`src/logic/bim_pkg.sv`:
```
package bim_pkg;

	// ****************************************************************
	// register map (APB byte addresses)
	// ****************************************************************
	localparam int          BIM_PADDR_W   = 12;
	localparam logic [11:0] BIM_OFF_CTRL  = 12'h000;
	localparam logic [11:0] BIM_OFF_STAT  = 12'h004;
	localparam logic [11:0] BIM_OFF_CNT   = 12'h008;
	localparam int          BIM_CTRL_INJ  = 0;
	localparam int          BIM_STAT_W    = 6;
	localparam int          BIM_ST_IGNT   = 0;
	localparam int          BIM_ST_IRV    = 1;
	localparam int          BIM_ST_IRCHK  = 2;
	localparam int          BIM_ST_DGNT   = 3;
	localparam int          BIM_ST_DRV    = 4;
	localparam int          BIM_ST_DRCHK  = 5;

	// ****************************************************************
	// checksum layout
	// ****************************************************************
	localparam int          BIM_BYTES     = 4;
	localparam int          BIM_BYTE_W    = 8;
	localparam int          BIM_ACHK_W    = 12;
	localparam int          BIM_RCHK_W    = 5;
	localparam int          BIM_ACHK_PM   = 4;
	localparam int          BIM_ACHK_BW   = 5;
	localparam int          BIM_ACHK_DBG  = 6;
	localparam int          BIM_ACHK_ATOP = 7;
	localparam int          BIM_ACHK_WD   = 8;
	localparam int          BIM_RCHK_ERR  = 4;
	localparam logic [11:0] BIM_INJ_MASK  = 12'h001;
	localparam logic [3:0]  BIM_INSTR_BE  = 4'hF;
	localparam logic [3:0]  BIM_WD_ZERO_P = 4'hF;
	localparam logic [5:0]  BIM_ATOP_NONE = 6'h00;
	localparam logic        BIM_EXOKAY    = 1'b0;
	localparam logic        BIM_REQPAR_ID = 1'b1;

	// ****************************************************************
	// attribution and faults
	// ****************************************************************
	localparam int          BIM_PMA_MAX   = 16;
	localparam logic [1:0]  BIM_ADDR_PAD  = 2'h0;
	localparam logic [1:0]  BIM_SZ_HALF   = 2'h1;
	localparam logic [1:0]  BIM_SZ_WORD   = 2'h2;
	localparam logic [4:0]  BIM_EXC_INSTR = 5'h01;
	localparam logic [4:0]  BIM_EXC_LOAD  = 5'h05;
	localparam logic [4:0]  BIM_EXC_STORE = 5'h07;

	typedef struct packed {
		logic [31:0] word_addr_low;
		logic [31:0] word_addr_high;
		logic        main;
		logic        bufferable;
		logic        cacheable;
		logic        integrity;
	} bim_pma_cfg_s;

	localparam bim_pma_cfg_s BIM_PMA_CFG_NONE = '0;

endpackage

```
`src/logic/bim_pma.sv`:
```
`timescale 1ns/100ps

// ********************************************************************
// compile-time attribution lookup
// ********************************************************************
module bim_pma
	import bim_pkg::*;
#(
	parameter int           NUM_REGIONS       = 0,
	parameter bim_pma_cfg_s CFG [BIM_PMA_MAX] = '{default: BIM_PMA_CFG_NONE}
) (
	input  wire logic [31:0] addr_in,
	output logic             main_out,
	output logic             buf_out,
	output logic             cache_out,
	output logic             integ_out
);

	logic [BIM_PMA_MAX-1:0] hit;
	logic [33:0]            full_addr;

	// 34-bit address, top bits always zero
	assign full_addr = {BIM_ADDR_PAD, addr_in};

	// per-region range compare, unused regions never hit
	for (genvar i = 0; i < BIM_PMA_MAX; i++) begin : g_region
		assign hit[i] = (i < NUM_REGIONS) &&
			(full_addr >= {CFG[i].word_addr_low, BIM_ADDR_PAD}) &&
			(full_addr < {CFG[i].word_addr_high, BIM_ADDR_PAD});
	end

	// defaults, then lowest hitting index wins
	always_comb begin
		main_out  = (NUM_REGIONS == 0);
		buf_out   = 1'b0;
		cache_out = 1'b0;
		integ_out = 1'b0;
		for (int i = BIM_PMA_MAX - 1; i >= 0; i--) begin
			if (hit[i]) begin
				main_out  = CFG[i].main;
				buf_out   = CFG[i].bufferable;
				cache_out = CFG[i].cacheable;
				integ_out = CFG[i].integrity;
			end
		end
	end

endmodule

```
`src/logic/bim_top.sv`:
```
// Decided for this implementation: the APB register port and the register addresses.
`timescale 1ns/100ps

module bim_top
	import bim_pkg::*;
#(
	parameter int           PMA_NUM_REGIONS       = 0,
	parameter bim_pma_cfg_s PMA_CFG [BIM_PMA_MAX] = '{default: BIM_PMA_CFG_NONE}
) (
	input  wire logic                   CLK_IN,
	input  wire logic                   RST_N_IN,
	input  wire logic                   PSEL_IN,
	input  wire logic                   PENABLE_IN,
	input  wire logic                   PWRITE_IN,
	input  wire logic [BIM_PADDR_W-1:0] PADDR_IN,
	input  wire logic [31:0]            PWDATA_IN,
	output logic      [31:0]            PRDATA_OUT,
	output logic                        PREADY_OUT,
	output logic                        PSLVERR_OUT,
	input  wire logic                   IF_REQ_IN,
	input  wire logic [31:0]            IF_ADDR_IN,
	input  wire logic [2:0]             IF_PROT_IN,
	input  wire logic                   IF_DBG_IN,
	output logic                        IF_READY_OUT,
	output logic                        IF_FAULT_OUT,
	output logic      [4:0]             IF_EXC_CODE_OUT,
	output logic                        INSTR_REQ_OUT,
	output logic                        INSTR_REQPAR_OUT,
	output logic      [31:0]            INSTR_ADDR_OUT,
	output logic      [2:0]             INSTR_PROT_OUT,
	output logic      [1:0]             INSTR_MEMTYPE_OUT,
	output logic                        INSTR_DBG_OUT,
	output logic      [BIM_ACHK_W-1:0]  INSTR_ACHK_OUT,
	input  wire logic                   INSTR_GNT_IN,
	input  wire logic                   INSTR_GNTPAR_IN,
	input  wire logic                   INSTR_RVALID_IN,
	input  wire logic                   INSTR_RVALIDPAR_IN,
	input  wire logic [31:0]            INSTR_RDATA_IN,
	input  wire logic                   INSTR_ERR_IN,
	input  wire logic [BIM_RCHK_W-1:0]  INSTR_RCHK_IN,
	input  wire logic                   LS_REQ_IN,
	input  wire logic [31:0]            LS_ADDR_IN,
	input  wire logic                   LS_WE_IN,
	input  wire logic [3:0]             LS_BE_IN,
	input  wire logic [31:0]            LS_WDATA_IN,
	input  wire logic [1:0]             LS_SIZE_IN,
	input  wire logic [5:0]             LS_ATOP_IN,
	input  wire logic                   LS_SPEC_IN,
	input  wire logic [2:0]             LS_PROT_IN,
	input  wire logic                   LS_DBG_IN,
	output logic                        LS_READY_OUT,
	output logic                        LS_FAULT_OUT,
	output logic      [4:0]             LS_EXC_CODE_OUT,
	output logic                        LS_SPEC_HOLD_OUT,
	output logic                        DATA_REQ_OUT,
	output logic                        DATA_REQPAR_OUT,
	output logic      [31:0]            DATA_ADDR_OUT,
	output logic                        DATA_WE_OUT,
	output logic      [3:0]             DATA_BE_OUT,
	output logic      [31:0]            DATA_WDATA_OUT,
	output logic      [5:0]             DATA_ATOP_OUT,
	output logic      [2:0]             DATA_PROT_OUT,
	output logic      [1:0]             DATA_MEMTYPE_OUT,
	output logic                        DATA_DBG_OUT,
	output logic                        DATA_WBUF_OUT,
	output logic      [BIM_ACHK_W-1:0]  DATA_ACHK_OUT,
	input  wire logic                   DATA_GNT_IN,
	input  wire logic                   DATA_GNTPAR_IN,
	input  wire logic                   DATA_RVALID_IN,
	input  wire logic                   DATA_RVALIDPAR_IN,
	input  wire logic [31:0]            DATA_RDATA_IN,
	input  wire logic                   DATA_ERR_IN,
	input  wire logic [BIM_RCHK_W-1:0]  DATA_RCHK_IN,
	output logic                        ALERT_MAJOR_OUT
);

	// ****************************************************************
	// checksum helpers
	// ****************************************************************

	// address phase checksum, odd parity per group
	function automatic logic [BIM_ACHK_W-1:0] achk_f(
		input logic [31:0] a,
		input logic [2:0]  p,
		input logic [1:0]  mt,
		input logic [3:0]  be,
		input logic        we,
		input logic        dbg,
		input logic [5:0]  at,
		input logic [31:0] wd
	);
		logic [BIM_ACHK_W-1:0] c;
		c = '0;
		for (int b = 0; b < BIM_BYTES; b++) begin
			c[b]               = ~^a[b*BIM_BYTE_W +: BIM_BYTE_W];
			c[b + BIM_ACHK_WD] = ~^wd[b*BIM_BYTE_W +: BIM_BYTE_W];
		end
		c[BIM_ACHK_PM]   = ~^{p, mt};
		c[BIM_ACHK_BW]   = ~^{be, we};
		c[BIM_ACHK_DBG]  = ~dbg;
		c[BIM_ACHK_ATOP] = ~^at;
		return c;
	endfunction

	// expected response checksum, exokay fixed low
	function automatic logic [BIM_RCHK_W-1:0] rchk_f(input logic [31:0] d, input logic e);
		logic [BIM_RCHK_W-1:0] c;
		c = '0;
		for (int b = 0; b < BIM_BYTES; b++) begin
			c[b] = ~^d[b*BIM_BYTE_W +: BIM_BYTE_W];
		end
		c[BIM_RCHK_ERR] = ~^{e, BIM_EXOKAY};
		return c;
	endfunction

	// ****************************************************************
	// attribution lookup and request decode
	// ****************************************************************
	logic                   if_main, if_buf, if_cache, if_integ;
	logic                   ls_main, ls_buf, ls_cache, ls_integ;
	logic                   take_if, take_ls, ls_misal, ls_fault, ls_go, ls_bst;
	logic                   if_pend_q, if_integ_q, ls_pend_q, ls_integ_q, ls_rd_q;
	logic                   ctrl_inj_q;
	logic [BIM_ACHK_W-1:0]  inj_mask;
	logic [BIM_STAT_W-1:0]  st_set, st_q, st_clr;
	logic [31:0]            cnt_q;
	logic                   par_err, apb_setup, apb_wr;

	bim_pma #(
		.NUM_REGIONS (PMA_NUM_REGIONS),
		.CFG         (PMA_CFG)
	) u_pma_if (
		.addr_in   (IF_ADDR_IN),
		.main_out  (if_main),
		.buf_out   (if_buf),
		.cache_out (if_cache),
		.integ_out (if_integ)
	);

	bim_pma #(
		.NUM_REGIONS (PMA_NUM_REGIONS),
		.CFG         (PMA_CFG)
	) u_pma_ls (
		.addr_in   (LS_ADDR_IN),
		.main_out  (ls_main),
		.buf_out   (ls_buf),
		.cache_out (ls_cache),
		.integ_out (ls_integ)
	);

	// request acceptance and attribute checks
	assign take_if  = IF_REQ_IN && IF_READY_OUT;
	assign take_ls  = LS_REQ_IN && LS_READY_OUT;
	assign ls_misal = ((LS_SIZE_IN == BIM_SZ_HALF) && LS_ADDR_IN[0]) ||
		((LS_SIZE_IN == BIM_SZ_WORD) && (LS_ADDR_IN[1:0] != BIM_ADDR_PAD));
	assign ls_fault = take_ls && !ls_main && ls_misal;
	assign ls_go    = take_ls && !ls_fault && (ls_main || !LS_SPEC_IN);
	assign ls_bst   = ls_buf && LS_WE_IN && (LS_ATOP_IN == BIM_ATOP_NONE);
	assign inj_mask = {BIM_ACHK_W{ctrl_inj_q}} & BIM_INJ_MASK;

	// ****************************************************************
	// instruction port
	// ****************************************************************

	// fetch request stage, I/O fetches never reach the bus
	always_ff @(posedge CLK_IN or negedge RST_N_IN) begin
		if (!RST_N_IN) begin
			INSTR_REQ_OUT     <= 1'b0;
			INSTR_REQPAR_OUT  <= BIM_REQPAR_ID;
			INSTR_ADDR_OUT    <= '0;
			INSTR_PROT_OUT    <= '0;
			INSTR_MEMTYPE_OUT <= '0;
			INSTR_DBG_OUT     <= 1'b0;
			INSTR_ACHK_OUT    <= '0;
			if_integ_q        <= 1'b0;
		end else if (take_if && if_main) begin
			INSTR_REQ_OUT     <= 1'b1;
			INSTR_REQPAR_OUT  <= 1'b0;
			INSTR_ADDR_OUT    <= IF_ADDR_IN;
			INSTR_PROT_OUT    <= IF_PROT_IN;
			INSTR_MEMTYPE_OUT <= {if_cache, 1'b0};
			INSTR_DBG_OUT     <= IF_DBG_IN;
			INSTR_ACHK_OUT    <= achk_f(IF_ADDR_IN, IF_PROT_IN, {if_cache, 1'b0},
				BIM_INSTR_BE, 1'b0, IF_DBG_IN, BIM_ATOP_NONE, '0) ^ inj_mask;
			if_integ_q        <= if_integ;
		end else if (INSTR_REQ_OUT && INSTR_GNT_IN) begin
			INSTR_REQ_OUT     <= 1'b0;
			INSTR_REQPAR_OUT  <= BIM_REQPAR_ID;
		end
	end

	// fetch response tracking and ready
	always_ff @(posedge CLK_IN or negedge RST_N_IN) begin
		if (!RST_N_IN) begin
			if_pend_q    <= 1'b0;
			IF_READY_OUT <= 1'b1;
		end else begin
			if (INSTR_REQ_OUT && INSTR_GNT_IN) begin
				if_pend_q <= 1'b1;
			end else if (INSTR_RVALID_IN) begin
				if_pend_q <= 1'b0;
			end
			if (take_if && if_main) begin
				IF_READY_OUT <= 1'b0;
			end else if (if_pend_q && INSTR_RVALID_IN) begin
				IF_READY_OUT <= 1'b1;
			end
		end
	end

	// fetch access fault pulse
	always_ff @(posedge CLK_IN or negedge RST_N_IN) begin
		if (!RST_N_IN) begin
			IF_FAULT_OUT    <= 1'b0;
			IF_EXC_CODE_OUT <= '0;
		end else begin
			IF_FAULT_OUT    <= take_if && !if_main;
			IF_EXC_CODE_OUT <= (take_if && !if_main) ? BIM_EXC_INSTR : '0;
		end
	end

	// ****************************************************************
	// data port
	// ****************************************************************

	// load/store request stage
	always_ff @(posedge CLK_IN or negedge RST_N_IN) begin
		if (!RST_N_IN) begin
			DATA_REQ_OUT     <= 1'b0;
			DATA_REQPAR_OUT  <= BIM_REQPAR_ID;
			DATA_ADDR_OUT    <= '0;
			DATA_WE_OUT      <= 1'b0;
			DATA_BE_OUT      <= '0;
			DATA_WDATA_OUT   <= '0;
			DATA_ATOP_OUT    <= '0;
			DATA_PROT_OUT    <= '0;
			DATA_MEMTYPE_OUT <= '0;
			DATA_DBG_OUT     <= 1'b0;
			DATA_WBUF_OUT    <= 1'b0;
			DATA_ACHK_OUT    <= '0;
			ls_integ_q       <= 1'b0;
			ls_rd_q          <= 1'b0;
		end else if (ls_go) begin
			DATA_REQ_OUT     <= 1'b1;
			DATA_REQPAR_OUT  <= 1'b0;
			DATA_ADDR_OUT    <= LS_ADDR_IN;
			DATA_WE_OUT      <= LS_WE_IN;
			DATA_BE_OUT      <= LS_BE_IN;
			DATA_WDATA_OUT   <= LS_WDATA_IN;
			DATA_ATOP_OUT    <= LS_ATOP_IN;
			DATA_PROT_OUT    <= LS_PROT_IN;
			DATA_MEMTYPE_OUT <= {ls_cache, ls_bst};
			DATA_DBG_OUT     <= LS_DBG_IN;
			DATA_WBUF_OUT    <= ls_bst;
			DATA_ACHK_OUT    <= achk_f(LS_ADDR_IN, LS_PROT_IN, {ls_cache, ls_bst}, LS_BE_IN,
				LS_WE_IN, LS_DBG_IN, LS_ATOP_IN, LS_WDATA_IN) ^ inj_mask;
			ls_integ_q       <= ls_integ;
			ls_rd_q          <= !LS_WE_IN;
		end else if (DATA_REQ_OUT && DATA_GNT_IN) begin
			DATA_REQ_OUT     <= 1'b0;
			DATA_REQPAR_OUT  <= BIM_REQPAR_ID;
		end
	end

	// load/store response tracking and ready
	always_ff @(posedge CLK_IN or negedge RST_N_IN) begin
		if (!RST_N_IN) begin
			ls_pend_q    <= 1'b0;
			LS_READY_OUT <= 1'b1;
		end else begin
			if (DATA_REQ_OUT && DATA_GNT_IN) begin
				ls_pend_q <= 1'b1;
			end else if (DATA_RVALID_IN) begin
				ls_pend_q <= 1'b0;
			end
			if (ls_go) begin
				LS_READY_OUT <= 1'b0;
			end else if (ls_pend_q && DATA_RVALID_IN) begin
				LS_READY_OUT <= 1'b1;
			end
		end
	end

	// access fault and speculation hold pulses
	always_ff @(posedge CLK_IN or negedge RST_N_IN) begin
		if (!RST_N_IN) begin
			LS_FAULT_OUT     <= 1'b0;
			LS_EXC_CODE_OUT  <= '0;
			LS_SPEC_HOLD_OUT <= 1'b0;
		end else begin
			LS_FAULT_OUT     <= ls_fault;
			LS_EXC_CODE_OUT  <= !ls_fault ? '0 : (LS_WE_IN ? BIM_EXC_STORE : BIM_EXC_LOAD);
			LS_SPEC_HOLD_OUT <= take_ls && !ls_fault && !ls_go;
		end
	end

	// ****************************************************************
	// integrity checks and alert
	// ****************************************************************

	// handshake parity always, checksum only for integrity regions
	assign st_set[BIM_ST_IGNT]  = (INSTR_GNTPAR_IN == INSTR_GNT_IN);
	assign st_set[BIM_ST_IRV]   = (INSTR_RVALIDPAR_IN == INSTR_RVALID_IN);
	assign st_set[BIM_ST_DGNT]  = (DATA_GNTPAR_IN == DATA_GNT_IN);
	assign st_set[BIM_ST_DRV]   = (DATA_RVALIDPAR_IN == DATA_RVALID_IN);
	assign st_set[BIM_ST_IRCHK] = if_pend_q && INSTR_RVALID_IN && if_integ_q &&
		(INSTR_RCHK_IN != rchk_f(INSTR_RDATA_IN, INSTR_ERR_IN));
	assign st_set[BIM_ST_DRCHK] = ls_pend_q && DATA_RVALID_IN && ls_integ_q &&
		(ls_rd_q ? (DATA_RCHK_IN != rchk_f(DATA_RDATA_IN, DATA_ERR_IN)) :
		(DATA_RCHK_IN[BIM_RCHK_ERR] != ~^{DATA_ERR_IN, BIM_EXOKAY}));
	assign par_err = st_set[BIM_ST_IGNT] || st_set[BIM_ST_IRV] ||
		st_set[BIM_ST_DGNT] || st_set[BIM_ST_DRV];

	// alert high one cycle per mismatch cycle, plus cycle count
	always_ff @(posedge CLK_IN or negedge RST_N_IN) begin
		if (!RST_N_IN) begin
			ALERT_MAJOR_OUT <= 1'b0;
			cnt_q           <= '0;
		end else begin
			ALERT_MAJOR_OUT <= |st_set;
			cnt_q           <= cnt_q + 32'(|st_set);
		end
	end

	// sticky status, a new event beats the clear
	always_ff @(posedge CLK_IN or negedge RST_N_IN) begin
		if (!RST_N_IN) begin
			st_q <= '0;
		end else begin
			st_q <= (st_q & ~st_clr) | st_set;
		end
	end

	// ****************************************************************
	// APB slave, one wait-free access cycle
	// ****************************************************************
	assign apb_setup = PSEL_IN && !PENABLE_IN;
	assign apb_wr    = PSEL_IN && PENABLE_IN && PWRITE_IN && PREADY_OUT && !PSLVERR_OUT;
	assign st_clr    = (apb_wr && (PADDR_IN == BIM_OFF_STAT)) ? PWDATA_IN[BIM_STAT_W-1:0] : '0;

	// decode at setup, answer in the access cycle
	always_ff @(posedge CLK_IN or negedge RST_N_IN) begin
		if (!RST_N_IN) begin
			PREADY_OUT  <= 1'b0;
			PSLVERR_OUT <= 1'b0;
			PRDATA_OUT  <= '0;
		end else begin
			PREADY_OUT  <= apb_setup;
			PSLVERR_OUT <= apb_setup && (PADDR_IN != BIM_OFF_CTRL) &&
				(PADDR_IN != BIM_OFF_STAT) && (PADDR_IN != BIM_OFF_CNT);
			case (PADDR_IN)
				BIM_OFF_CTRL: PRDATA_OUT <= 32'(ctrl_inj_q);
				BIM_OFF_STAT: PRDATA_OUT <= 32'(st_q);
				BIM_OFF_CNT:  PRDATA_OUT <= cnt_q;
				default:      PRDATA_OUT <= '0;
			endcase
		end
	end

	// control: checksum fault injection for checker bring-up
	always_ff @(posedge CLK_IN or negedge RST_N_IN) begin
		if (!RST_N_IN) begin
			ctrl_inj_q <= 1'b0;
		end else if (apb_wr && (PADDR_IN == BIM_OFF_CTRL)) begin
			ctrl_inj_q <= PWDATA_IN[BIM_CTRL_INJ];
		end
	end
endmodule

```
`config.mk`:
```
export PLATFORM = sky130hd
export DESIGN_NAME = bim_top
export DESIGN_NICKNAME = d
export VERILOG_FILES = /design/src/logic/bim_pkg.sv /design/src/logic/bim_pma.sv /design/src/logic/bim_top.sv
export SDC_FILE = /design/constraint.sdc
export NUM_CORES = 1
export LEC_CHECK = 0
export BUFFER_PORTS_ARGS = -buffer_cell sky130_fd_sc_hd__buf_2
export CELL_PAD_IN_SITES_DETAIL_PLACEMENT = 0
export CELL_PAD_IN_SITES_GLOBAL_PLACEMENT = 1
export CORE_AREA = 2 2 176 178
export CTS_CLUSTER_SIZE = 12
export DETAILED_ROUTE_END_ITERATION = 7
export DIE_AREA = 0 0 178 180
export PLACE_DENSITY = 0.75
export SKIP_CTS_REPAIR_TIMING = 1
export SYNTH_ARGS = -nofsm -noshare
export SYNTH_HDL_FRONTEND = slang
export SYNTH_SLANG_ARGS = --single-unit
```
`constraint.sdc`:
```
create_clock -name CLK_IN -period 2.1 [get_ports CLK_IN]
set_clock_uncertainty 0.1 [all_clocks]
set_input_delay 0 -clock CLK_IN [delete_from_list [all_inputs] [get_ports CLK_IN]]
set_output_delay 0 -clock CLK_IN [all_outputs]
set_load 0.05 [all_outputs]
```
Yosys cells after proc, flatten, opt, wreduce, memory -nomap -nowiden
Index checks and enable logic that the tools add are counted.
{"block": "totals", "ram_bits": 0, "input_bits": 253, "reg_bits": 221, "romBits": 0, "output_inout_bits": 198, "mem_count": 0, "latchBits": 0}
{"block": "op_classes", "n_reduce_logical": 43, "n_addsub": 1, "order_cmp": 0, "div_mod_pow": 0, "shifts": 0, "n_eq_ne": 8, "bitwise": 7, "mux": 18, "mul": 0}
{"op": "$pmux 32 s3", "n": 1}
{"op": "$reduce_xnor 8->1", "n": 12}
{"op": "$add 32x1->32", "n": 1}
{"op": "$xor 12x1->12", "n": 2}
{"op": "$logic_and 1x1->1", "n": 16}
{"op": "$mux 1", "n": 16}
{"op": "$reduce_xnor 5->1", "n": 3}
{"op": "$eq 12x3->1 const B", "n": 1}
{"op": "$eq 12x4->1 const B", "n": 1}
{"op": "$logic_not 12->1", "n": 1}
{"op": "$ne 12x3->1 const B", "n": 1}
{"op": "$ne 12x4->1 const B", "n": 1}
{"op": "$reduce_bool 12->1", "n": 1}
{"op": "$reduce_bool 2->1", "n": 6}
{"op": "$and 6x6->6", "n": 1}
{"op": "$mux 6", "n": 1}
{"op": "$not 6->6", "n": 1}
{"op": "$or 6x5->6", "n": 1}
{"op": "$reduce_xnor 6->1", "n": 1}
{"op": "$eq 1x1->1", "n": 4}
{"op": "$reduce_or 4->1", "n": 1}
{"op": "$logic_not 1->1", "n": 2}
{"op": "$not 1->1", "n": 2}

Longest topological paths before layout
{"block": "depth", "depth_word": 9, "depth_mapped": 8, "depth_no_buf": 8}

Modules after synthesis
A second synthesis with hierarchy kept.
{"block": "unflattened", "hier_cells": 956, "area_unflattened_um2": 10261.1}
{"mod": "bim_top", "cells_each": 944, "seq_area_each_um2": 5660.4, "area_each_um2": 10186.0, "instances": 1}
{"mod": "bim_pma", "cells_each": 6, "seq_area_each_um2": 0.0, "area_each_um2": 37.5, "instances": 2}

Worst setup path before layout
No wires, ideal clock.
{"block": "synth_timing", "path_kind": "reg2reg", "start": "reg LS_READY_OUT", "end": "reg DATA_ADDR_OUT[0]", "n_path_buf": 2, "path_slack_ns": 0.258, "arrival_ns": 1.617, "required_ns": 1.875, "stages_incl_launch_ff": 5, "cell_sequence": "dfstp_2 -> nand2_1 -> clkbuf_1 -> clkbuf_1 -> mux2_2"}
{"block": "synth_via", "elab_chain_cells": 1}
{"item": "from (decl)", "line": "bim_top.sv:51", "source": "output logic LS_READY_OUT,"}
{"item": "from (signal assigned)", "line": "bim_top.sv:269", "source": "LS_READY_OUT <= 1'b1;"}
{"item": "from (signal assigned)", "line": "bim_top.sv:277", "source": "LS_READY_OUT <= 1'b0;"}
{"item": "from (signal assigned)", "line": "bim_top.sv:279", "source": "LS_READY_OUT <= 1'b1;"}
{"item": "$logic_and 1x1->1", "line": "bim_top.sv:153", "source": "assign take_ls = LS_REQ_IN && LS_READY_OUT;"}
{"item": "to (signal assigned)", "line": "bim_top.sv:231", "source": "DATA_ADDR_OUT <= '0;"}
{"item": "to (signal assigned)", "line": "bim_top.sv:246", "source": "DATA_ADDR_OUT <= LS_ADDR_IN;"}
{"item": "to (decl)", "line": "bim_top.sv:57", "source": "output logic [31:0] DATA_ADDR_OUT,"}
Every way passes these cells.
A chain may end at the register's enable or synchronous reset.

Worst setup path in the final report
{"block": "layout_timing", "start": "reg PREADY_OUT", "end": "reg st_q[4]"}
{"block": "layout_via", "elab_chain_cells": 7}
{"item": "from (decl)", "line": "bim_top.sv:18", "source": "output logic PREADY_OUT,"}
{"item": "from (signal assigned)", "line": "bim_top.sv:348", "source": "PREADY_OUT <= apb_setup;"}
{"item": "$logic_and 1x1->1 (2 in a row)", "line": "bim_top.sv:338", "source": "assign apb_wr = PSEL_IN && PENABLE_IN && PWRITE_IN && PREADY_OUT && !PSLVERR_OUT;"}
{"item": "$logic_and 1x1->1", "line": "bim_top.sv:339", "source": "assign st_clr = (apb_wr && (PADDR_IN == BIM_OFF_STAT)) ? PWDATA_IN[BIM_STAT_W-1:0] : '0;"}
{"item": "$mux 6", "line": "bim_top.sv:339"}
{"item": "$not 6->6", "line": "bim_top.sv:330", "source": "st_q <= (st_q & ~st_clr) | st_set;"}
{"item": "$and 6x6->6", "line": "bim_top.sv:330"}
{"item": "$or 6x5->6", "line": "bim_top.sv:330"}
{"item": "to (signal assigned)", "line": "bim_top.sv:330"}
{"item": "to (decl)", "line": "bim_top.sv:125", "source": "logic [BIM_STAT_W-1:0] st_set, st_q, st_clr;"}
Every way passes these cells.

==> out/qor.csv <==
metric,value,unit
Yosys cell types,41,
"Data arrival, critical path",2.23,ns
PD cells,1420,nW/um^2
CP Max Fanout,7,
Worst setup EP type,flop,
Setup CP Type,flop to flop,
post-synthesis sequential area ratio,58.8,%
"Primary FF master, synth",dfrtp_1,
Avg WL per Cell,15.3,um
syn avg cell area,13.3,um^2
share of post-route cells with drive strength above 1,43.0,%
sequential power share,32.5,%
TritonCTS buffer count,24,
Hold Path Class,input pin to flop,
final antenna-violating net count,0,
Max Fclk,516,MHz
Net Sw Frac,45.7,%
hold path cells,5,
Internal,10500,uW
Port Buf Inserts,327,
crit path cell chain,"nand4_1, nor2_1, and3_1, o21ai_0, dlygate4sd3_1",
dpl cells,1406,
1st-iter DRT viols,168,
fillers,2799,
post-route cell area,13600,um^2
dominant cell type by area after synthesis,dfrtp_1,
Die Y,180,um
hold endpoint,PSLVERR_OUT,
FF-to-FF path depth,5,
Leak Pwr,0.00671,uW
Buf/Inv on CP,1,
gr usage total,14.1,%
most frequent cell after synthesis,dfrtp_1,
logic gate share of total power,46.2,%
Core Region,30200,um^2
Placer Congestion,0.800,
layout overhead on the synthesized area,48.0,%
vias in the first global route,6525,
Rel. slew slack,63.9,%
Syn. warnings,0,
top post-synthesis cells by count,"dfrtp_1, mux2_2, xnor2_1",
Psw,8870,uW
Clk pwr share,21.3,%
placed inst area,11400,um^2
crit path max-delay cell type,dlygate4sd3_1,
share of the synthesized area in the top cell type,57.6,%
I/O pin total,451,
Final #Nets,1437,
"Hold Vio Cnt, Final",0,
clock sinks,216,
worst reg-to-reg setup slack,0.16,ns
status,"finished, final reports clean",
starting density of the core,30.5,%
clock slew at reported path FFs,0.06,ns
H-tree levels,1,
routed vias/inst,4.30,
die width,178,um
Worst Setup Start Kind,flop,
Post-synth EDFFs,0,
clk_lat worst skew,0.52,ns
drt drc,0,
worst-case vdd ir drop,0.586,mV
total number of vias,6854,
worst hold slack,0.0278,ns
# rows,64,
post-DP HPWL,17200,um
"flops & latches, synth",216,
Mapped Area,9210,um^2
CTS tree,done,
worst reg2reg endpoint,st_q[4],
Required @ worst endpoint,2.39,ns
final setup vio count,0,
Reg-to-Reg Start,PREADY_OUT,
top post-synthesis cells by area,"dfrtp_1, mux2_2, xnor2_1",
Detailed Route WL,24500,um
hold path startpoint,PADDR_IN[10],
CP top delay family,simple AND/OR/NAND/NOR gates,
worst-margin pin slew,0.542,ns
max_cap viols,0,
antenna violations before repair,1,
first-pass GRT wire length,36000,um
Max Slew Vio Count,0,
final worst-path cycle share,92.2,%
Pre-antenna DRT Iters,4,
CP max stage delay,0.56,ns
async set-reset flop share out of synthesis,100,%
die area,32000,um^2
non-filler instance count after layout,1595,
cell count after synthesis,693,
min cycle time layout,1.94,ns
clk root buf,clkbuf_16,
grt total ovfl,0,
worst-case clock buffer depth,3,
cell depth of the worst setup path,5,
pin count of the biggest net entering global routing,81,
-- registers in the layout (all words and copies together) (netlist names), 3 cells and up --
name and cells:
DATA_ADDR_OUT 32, DATA_WDATA_OUT 32, INSTR_ADDR_OUT 32, PRDATA_OUT 32, cnt_q 32, DATA_ACHK_OUT 12, INSTR_ACHK_OUT 7, DATA_ATOP_OUT 6
st_q 6, DATA_BE_OUT 4, DATA_PROT_OUT 3, INSTR_PROT_OUT 3
-- worst reg2reg max path, stage by stage (launching register included) --
cell and delay, ns:
dfrtp_1 0.37, nand4_1 0.10, nor2_1 0.38, and3_1 0.25, o21ai_0 0.08, dlygate4sd3_1 0.56
-- layout by cell type, fill, tap and decap left out, types with 9 or more instances in the layout --
cell,Yosys,routed
and3_1,34,34
buf_2,1,326
buf_4,24,17
clkbuf_16,0,25
conb_1,1,18
dfrtp_1,212,212
dlygate4sd3_1,0,146
inv_1,12,12
mux2_2,116,116
nand2_1,34,32
nand3_1,9,9
nand4_1,11,11
o21ai_0,26,26
xnor2_1,97,97
xor2_1,32,32
-- cell families (layout without fill, tap and decap cells) --
| family | Yosys count | count (layout) | synth area share, % |
|---|---|---|---|
| compound gates | 38 | 38 | 2.34 |
| xor+xnor | 131 | 131 | 12.8 |
| fa+ha+maj | 2 | 2 | 0.272 |
| buf+inv | 62 | 550 | 3.63 |
| flops | 216 | 216 | 58.8 |
| mux | 119 | 119 | 14.6 |
| other cells | 1 | 19 | 0.0407 |
| simple gates | 124 | 124 | 7.61 |
-- stage by stage --
step | total power [uW] | setup TNS, ns | utilization (%) | worst slack (ns)
floorplan | 12900 | 0 | - | 0.258
global placement | 15000 | -0.0552 | 37.7 | -0.0169
detailed placement | 15100 | -0.269 | 37.7 | -0.0492
CTS | 19300 | 0 | 40.3 | 0.154
global route | 20300 | -0.00717 | 45.1 | -0.00717
finish | 19400 | 0 | 45.1 | 0.163
-- how the worst max path moves through the flow --
| stage | slack [ns] | start | endpoint |
|---|---|---|---|
| after floorplan | 0.26 | LS_READY_OUT | DATA_ADDR_OUT[0] |
| after global placement | -0.02 | DATA_RVALID_IN | cnt_q[31] |
| after detailed placement | -0.05 | DATA_RVALID_IN | cnt_q[31] |
| after global routing | -0.007 | PREADY_OUT | st_q[4] |
| after CTS | 0.15 | cnt_q[0] | cnt_q[31] |
| final | 0.16 | PREADY_OUT | st_q[4] |
-- power groups by stage --
stage | Combinational [uW] | Sequential (uW) | Clock, uW
after global routing | 9370 | 6500 | 4460
after global placement | 8680 | 6300 | 0
after CTS | 8760 | 6310 | 4270
after detailed placement | 8750 | 6370 | 0
final | 8970 | 6320 | 4130
after floorplan | 1870 | 11000 | 0
-- layer usage --
| layer | vias up | track usage, % | wire length (um) |
|---|---|---|---|
| met1 | 3295 | 16.9 | 9890 |
| met5 | - | 0 | 0 |
| met4 | 0 | 4.36 | 683 |
| met3 | 45 | 3.30 | 1720 |
| met2 | 222 | 24.9 | 12200 |
| li1 | 3292 | - | - |
-- layout make-up --
| class | instances | area (um^2) | share of cell area [%] |
|---|---|---|---|
| diodes | 1 | 2.50 | 0.0184 |
| clock inverters | 5 | 53.8 | 0.395 |
| multi-input cells | 432 | 3540 | 26.0 |
| repair buffers | 496 | 3360 | 24.6 |
| well taps | 396 | 495 | 3.64 |
| flip-flops and latches | 216 | 5410 | 39.7 |
| clock buffers | 37 | 721 | 5.29 |
| inverters | 12 | 45.0 | 0.331 |
(Power assumes the default switching activity.)
